`config.mk`:
```
export PLATFORM = sky130hd
export DESIGN_NAME = pwk_wake
export DESIGN_NICKNAME = d
export VERILOG_FILES = /design/src/core/pwk_pkg.sv /design/src/core/pwk_link_watch.sv /design/src/core/pwk_wake.sv
export SDC_FILE = /design/constraint.sdc
export NUM_CORES = 1
export LEC_CHECK = 0
export ABC_AREA = 1
export BUFFER_PORTS_ARGS = -buffer_cell sky130_fd_sc_hd__buf_2
export CAP_MARGIN = 20
export CORE_MARGIN = 8
export CORE_UTILIZATION = 40
export DETAILED_ROUTE_END_ITERATION = 8
export PLACE_DENSITY = 0.84
export SLEW_MARGIN = 20
export SYNTH_ARGS = -nofsm -noshare
export SYNTH_HDL_FRONTEND = slang
export SYNTH_SLANG_ARGS = --single-unit
```
`constraint.sdc`:
```
create_clock -name ref_clk -period 3.62 [get_ports ref_clk]
set_clock_uncertainty 0.15 [all_clocks]
set_input_delay 0 -clock ref_clk [delete_from_list [all_inputs] [get_ports ref_clk]]
set_output_delay 0 -clock ref_clk [all_outputs]
set_load 0.005 [all_outputs]
```
`src/core/pwk_pkg.sv`:
```
// constants and types shared by the wake-up signalling logic
package pwk_pkg;

    // ------------------------------------------------------------
    // config space map
    // ------------------------------------------------------------
    localparam logic [7:0] PWK_PM_REG_OFS = 8'h44;
    localparam int PWK_PSTATE_LSB = 0;
    localparam int PWK_WAKE_EN_BIT = 8;
    localparam int PWK_STATUS_BIT = 15;
    localparam logic [15:0] PWK_PM_REG_RST = 16'h0000;

    // ------------------------------------------------------------
    // types
    // ------------------------------------------------------------
    typedef enum logic [1:0] {
        PWK_D0 = 2'b00,
        PWK_D1 = 2'b01,
        PWK_D2 = 2'b10,
        PWK_D3 = 2'b11
    } pwk_pstate_t;

    typedef struct packed {
        pwk_pstate_t pstate;
        logic wake_en;
        logic status;
        logic lc_seen;
        logic pme_oe;
        logic pme_o;
        logic rwake;
        logic [15:0] rdata;
        logic rd_valid;
    } pwk_state_t;

    localparam pwk_state_t PWK_STATE_RST = '{
        pstate: PWK_D0, wake_en: 1'b0, status: 1'b0, lc_seen: 1'b0,
        pme_oe: 1'b0, pme_o: 1'b0, rwake: 1'b0, rdata: PWK_PM_REG_RST,
        rd_valid: 1'b0};

endpackage : pwk_pkg

```
`src/core/pwk_link_watch.sv`:
```
// watches the link status level and flags each change
module pwk_link_watch
    import pwk_pkg::*;
(
    // clock and reset
    input wire logic ref_clk,
    input wire logic nrst,
    // link level
    input wire logic link_up,
    // change pulse
    output logic link_changed
);

    typedef struct packed {
        logic seen;
        logic prev;
    } pwk_lw_t;

    pwk_lw_t st_r;
    pwk_lw_t st_nxt;

    always_comb begin
        st_nxt.seen = 1'b1;
        st_nxt.prev = link_up;
    end

    always_ff @(posedge ref_clk or negedge nrst) begin
        if (!nrst) begin
            st_r <= '0;
        end else begin
            st_r <= st_nxt;
        end
    end

    // first sample after reset has no history, so it is not a change
    assign link_changed = st_r.seen && (st_r.prev != link_up);

endmodule : pwk_link_watch

```
`src/core/pwk_wake.sv`:
```
// wake-up event collection, wake status flag and open-drain pme output
module pwk_wake
    import pwk_pkg::*;
(
    // clock and reset
    input wire logic ref_clk,
    input wire logic nrst,
    // config register port
    input wire logic cfg_wr,
    input wire logic cfg_rd,
    input wire logic [7:0] cfg_addr,
    input wire logic [1:0] cfg_byte_en,
    input wire logic [15:0] cfg_wdata,
    output logic [15:0] cfg_rdata,
    output logic cfg_rd_valid,
    // wake sources
    input wire logic wake_frame_det,
    input wire logic pattern_match_det,
    input wire logic link_up,
    input wire logic port_is_mii,
    // mode controls
    input wire logic link_change_wake_enable,
    input wire logic link_change_detected_clr,
    input wire logic remote_wakeup_mode,
    // status outputs
    output logic link_change_detected,
    output logic [1:0] power_state,
    output logic wake_status_flag,
    output logic wake_signal_enable,
    // wake pins
    output logic remote_wakeup,
    output logic pme_n_o,
    output logic pme_n_oe
);

    // ------------------------------------------------------------
    // state and event decode
    // ------------------------------------------------------------
    pwk_state_t st_r;
    pwk_state_t st_nxt;
    logic link_changed;
    logic hit;
    logic wr_lo;
    logic wr_hi;
    logic clr_status;
    logic lc_set;
    logic wake_ev;

    pwk_link_watch u_link_watch (
        .ref_clk(ref_clk),
        .nrst(nrst),
        .link_up(link_up),
        .link_changed(link_changed)
    );

    function automatic logic [15:0] pm_reg_image(input pwk_state_t s);
        logic [15:0] v;
        v = '0;
        v[PWK_PSTATE_LSB +: 2] = s.pstate;
        v[PWK_WAKE_EN_BIT] = s.wake_en;
        v[PWK_STATUS_BIT] = s.status;
        return v;
    endfunction : pm_reg_image

    assign hit = (cfg_addr == PWK_PM_REG_OFS);
    assign wr_lo = cfg_wr && hit && cfg_byte_en[0];
    assign wr_hi = cfg_wr && hit && cfg_byte_en[1];
    // clear rides on an upper-lane write with bit 15 low, with or without a d0 change
    assign clr_status = wr_hi && !cfg_wdata[PWK_STATUS_BIT];
    // link change counts only on the mii port with its enable set
    assign lc_set = link_changed && link_change_wake_enable
        && port_is_mii;
    assign wake_ev = wake_frame_det
        || (pattern_match_det && port_is_mii)
        || lc_set;

    // ------------------------------------------------------------
    // next state
    // ------------------------------------------------------------
    always_comb begin
        st_nxt = st_r;
        st_nxt.rd_valid = 1'b0;
        if (wr_lo) begin
            st_nxt.pstate =
                pwk_pstate_t'(cfg_wdata[PWK_PSTATE_LSB +: 2]);
        end
        if (wr_hi) begin
            st_nxt.wake_en = cfg_wdata[PWK_WAKE_EN_BIT];
        end
        // an event in the clearing cycle wins, so no wake is lost
        if (wake_ev) begin
            st_nxt.status = 1'b1;
        end else if (clr_status) begin
            st_nxt.status = 1'b0;
        end
        if (lc_set) begin
            st_nxt.lc_seen = 1'b1;
        end else if (link_change_detected_clr) begin
            st_nxt.lc_seen = 1'b0;
        end
        st_nxt.pme_oe = st_nxt.status && st_nxt.wake_en;
        st_nxt.pme_o = 1'b0;
        // runs on ref_clk, so a slowed pci clock does not stall it
        st_nxt.rwake = remote_wakeup_mode
            && (st_nxt.status || st_nxt.lc_seen);
        if (cfg_rd) begin
            st_nxt.rd_valid = 1'b1;
            st_nxt.rdata = hit ? pm_reg_image(st_r) : 16'h0000;
        end
    end

    always_ff @(posedge ref_clk or negedge nrst) begin
        if (!nrst) begin
            st_r <= PWK_STATE_RST;
        end else begin
            st_r <= st_nxt;
        end
    end

    // ------------------------------------------------------------
    // outputs
    // ------------------------------------------------------------
    assign cfg_rdata = st_r.rdata;
    assign cfg_rd_valid = st_r.rd_valid;
    assign link_change_detected = st_r.lc_seen;
    assign power_state = st_r.pstate;
    assign wake_status_flag = st_r.status;
    assign wake_signal_enable = st_r.wake_en;
    assign remote_wakeup = st_r.rwake;
    assign pme_n_o = st_r.pme_o;
    assign pme_n_oe = st_r.pme_oe;
endmodule : pwk_wake

```
# ---- After elaboration in Yosys (flattened, before gate mapping)
# Cells that the tools add are included.
dict set report classes {
  eq_ne 2
  n_mux 7
  reduce_logical 14
}
# op count
set ops {}
lappend ops {{2-to-1 mux 16 bit} 1}
lappend ops {{logical AND 1 bit} 10}
lappend ops {{equality test 8 x 7 -> 1 bit (second input constant)} 1}
lappend ops {{2-to-1 mux 1 bit} 6}
lappend ops {{logical OR 1 bit} 3}
lappend ops {{logical NOT 1 bit} 1}
lappend ops {{!= test 1 bit} 1}
dict set report word_totals {
  regBits 26
  inputBits 37
  wordCells 33
}

# ---- Longest topological paths before layout
dict set report logic_depth {
  depth_word 8
  ltp_mapped 9
  ltp_nobuf 9
}

# ---- By module
# A second synthesis with hierarchy kept.
dict set report hier_totals {
  cells_unflattened 82
  area_unflattened_um2 705.7
}
# module n_inst cells_each area_per_inst_um2 seq_area_each_um2
set modules_own_cells {}
lappend modules_own_cells {pwk_wake 1 75 636.9 300.3}
lappend modules_own_cells {pwk_link_watch 1 7 68.8 50.0}

# ---- Worst setup path after synthesis
# OpenSTA, ideal clock, no wires.
dict set report synth_timing {
  path_type {register to register}
  start {reg u_link_watch.st_r[1] in the netlist's numbering}
  end {reg st_r (netlist bit remote_wakeup)}
  arrival_ns 0.917
  required_ns 3.357
  slack_ns 2.441
  path_stages_with_launch 6
  period_less_slack_ns 1.179
  path_cell_list {dfrtp_1 > and3_1 > a21boi_0 > nand3_2 > nand2_1 > inv_1}
}
# item line_no
set synth_rtl {}
lappend synth_rtl {{from (decl)} pwk_link_watch.sv:19} ;# pwk_lw_t st_r;
lappend synth_rtl {{from (signal assigned)} pwk_link_watch.sv:31} ;# st_r <= st_nxt;
lappend synth_rtl {{to (signal assigned)} pwk_wake.sv:116} ;# st_r <= st_nxt;
lappend synth_rtl {{to (decl)} pwk_wake.sv:39} ;# pwk_state_t st_r;

==> impl_metrics.yaml <==
run_status:
  status: "completed"
sta:
  finalMaxSlewViolations: 0
  setup_violations: 0
  tightest_slew_ns: 0.607
  fmax_mhz: 352
  finalHoldViolCount: 0
  fin_tns_setup_ns: 0
  period_minus_slack_ns: 2.84
  period_share: 0.784
  relSlewSlack: 0.594
  rsz0062_at_grt: "false"
cts:
  cts_root_buf: "clkbuf_4"
  htreeDepth: 1
  insertion_delay_ns: 0.28
  cts_tree: "built"
  numCtsBuffers: 3
  cts.sinks: 14
  path_clk_slew_ns: 0.09
  cts_buffer_depth: 2
die:
  die_w_um: 59.4
  row_count: 15
  start_util: 0.431
  die_h_um: 59.4
  die_area_um2: 3520
  coreArea_um2: 1750
  ios: 62
logic_synthesis:
  yosys.area.top_type_share: 0.466
  yosys_register_bits: 14
  synth_warnings: 0
  postSynthAreaPerCell_um2: 8.45
  synth_area_um2: 752
  ys_types: 20
  synth_seq_area_share: 0.466
  synth_cells: 89
  synth_top_area_cell: "dfrtp_1"
  synth_area_leaders: "dfrtp_1 (47%), buf_4 (13%), inv_1 (7.5%)"
power:
  power_density_nw_per_um2: 290
  ir_drop_uv: 124
  leakagePower_nw: 0.614
  power_uw: 333
route:
  drtAntennaViolNets: 0
  wl_per_cell_um: 12.7
  via_count: 755
  wl_mm: 2.19
  drtPass1Iterations: 4
  viasPerCell: 4.36
  drc: 0
  drt_iter0_drc: 13
worst_setup_path:
  cp-startpoint: "cfg_addr[7]"
  cpMaxStageDelayCell: "dlygate4sd3_1"
  cp.required_ns: 3.64
  r2r-end: "pme_n_oe"
  worst_setup_path_end_kind: "flop"
  timing.rr.start: "u_link_watch.st_r[0]"
  path_class: "primary input to flop"
  slowest_delay_ns: 0.57
  path_cells: "dlygate4sd3_1, buf_2, nor2_1, nand2_1, nor2_2, nand4_1, dlygate4sd3_1, nand2_1, dlygate4sd3_1, a21oi_1, dlygate4sd3_1"
  cp_data_arrival_time_ns: 2.86
  start_kind: "primary input"
  crit_fanout: 3
  r2r_slack_ns: 1.26
  ff2ff_path_depth: 7
  critical_path.most_common_cell: "dlygate4sd3_1"
  crit_end: "pme_n_oe"
worst_hold_path:
  hp-class: "primary input to flop"
  hold_depth: 6
placement:
  gp_congestion: 0.697
  dp_hpwl_mm: 1.43
  portBuffers: 36
flow_run:
  maxCapViolCount: 0
global_routing:
  grt_max_degree: 15
  grt_overflow_total: 0
  grt_pass1_wl_mm: 3.53
  grt_pass1_vias: 841
  antenna_found_initial: 0
  track_usage: 0.133
finish:
  syn_to_final_growth_pct: 52.6
  final_net_count: 186
  antenna_cells: 0
  final_util: 0.657
  drive_gt1_frac: 0.324
how the worst min path moves through the flow:
stage,to,start,slack (ns)
floorplan,cfg_rd_valid,nrst,-0.45
global placement,cfg_rdata[1],nrst,-0.25
detailed placement,cfg_rdata[1],nrst,-0.25
CTS,cfg_rdata[8],cfg_addr[0],0.007
global route,cfg_rdata[8],cfg_addr[0],0.06
finish,cfg_rdata[8],cfg_addr[0],0.009
final cells by class:
| type | instances | area, um2 |
|---|---|---|
| multi-input cells | 59 | 293 |
| well taps | 25 | 31.3 |
| clock buffers | 4 | 36.3 |
| inverters | 15 | 56.3 |
| flip-flops and latches | 14 | 350 |
| repair buffers | 56 | 380 |
| fillers | 153 | 598 |
kinds of logic (layout without fill, tap and decap cells):
kind of cell              after synthesis  in the layout  synth area share
AOI/OAI and AO/OA                       8              8            0.0666
xor gates and xnor gates                1              1            0.0116
buffers and inverters                  28             75             0.205
DFF                                    14             14             0.466
other                                   2             14           0.00999
and+or+nand+nor                        36             36             0.241
metrics by stage:
step / hold slack (ns) / std cells / worst slack (ns) / cell area (um2)
floorplan: -0.446 / 101 / 2.44 / 797
detailed placement: -0.246 / 149 / 2.30 / 911
CTS: 0.00711 / 173 / 0.842 / 1150
global placement: -0.251 / 149 / 2.37 / 911
finish: 0.00873 / 173 / 0.782 / 1150
global route: 0.0592 / 173 / 0.654 / 1150
critical path, delay by kind of cell:
| family | cells | cell delay [ns] |
|---|---|---|
| simple gates | 5 | 0.47 |
| buf+inv | 5 | 2.35 |
| compound gates | 1 | 0.05 |
placed cells by master (no fill, tap or decap), types with 2 or more instances in the layout:
master,synthesis,routed
inv_1,15,15
dfrtp_1,14,14
o21ai_0,4,4
nand2_1,12,12
a21oi_2,2,2
clkbuf_4,0,3
nand3_1,5,5
nor2_1,11,11
buf_2,0,36
conb_1,2,14
dlygate4sd3_1,0,20
routing by layer:
metal  vias to the layer above  GRT usage  wire [um]
li1                        364          -          -
met2                        46      0.211       1010
met1                       332      0.132        815
met3                        13     0.0477        232
met5                         -          0          0
met4                         0      0.119        133
Yosys cell counts:
cell,number
and3_1,1
nand4_2,1
buf_4,13
inv_1,15
nand3_2,1
nand3_1,5
nand2_1,12
nand2_2,1
nor2_4,1
nor2_1,11
conb_1,2
o21ai_0,4
nor2_2,1
dfrtp_1,14
xor2_1,1
nand4_1,1
a21oi_2,2
a21oi_1,1
a21boi_0,1
and3_4,1
state kept, by name, indices dropped and copies added (netlist names):
signal,count
wake_signal_enable,1
cfg_rd_valid,1
link_change_detected,1
u_link_watch.st_r,2
power_state,2
cfg_rdata,4
remote_wakeup,1
pme_n_oe,1
wake_status_flag,1
power breakdown:
group          internal (mW)  switching (mW)  total (mW)
Clock                 0.0613          0.0531       0.114
Sequential             0.161         0.00222       0.163
Combinational         0.0284          0.0266      0.0550
timing repair:
item | CTS | global route
endpoints found under the hold margin | 27 | 0
setup buffers | 0 | 0
hold buffers | 20 | 0
gates resized for setup | 0 | 0
No activity file was read; power rests on OpenSTA's default activity.
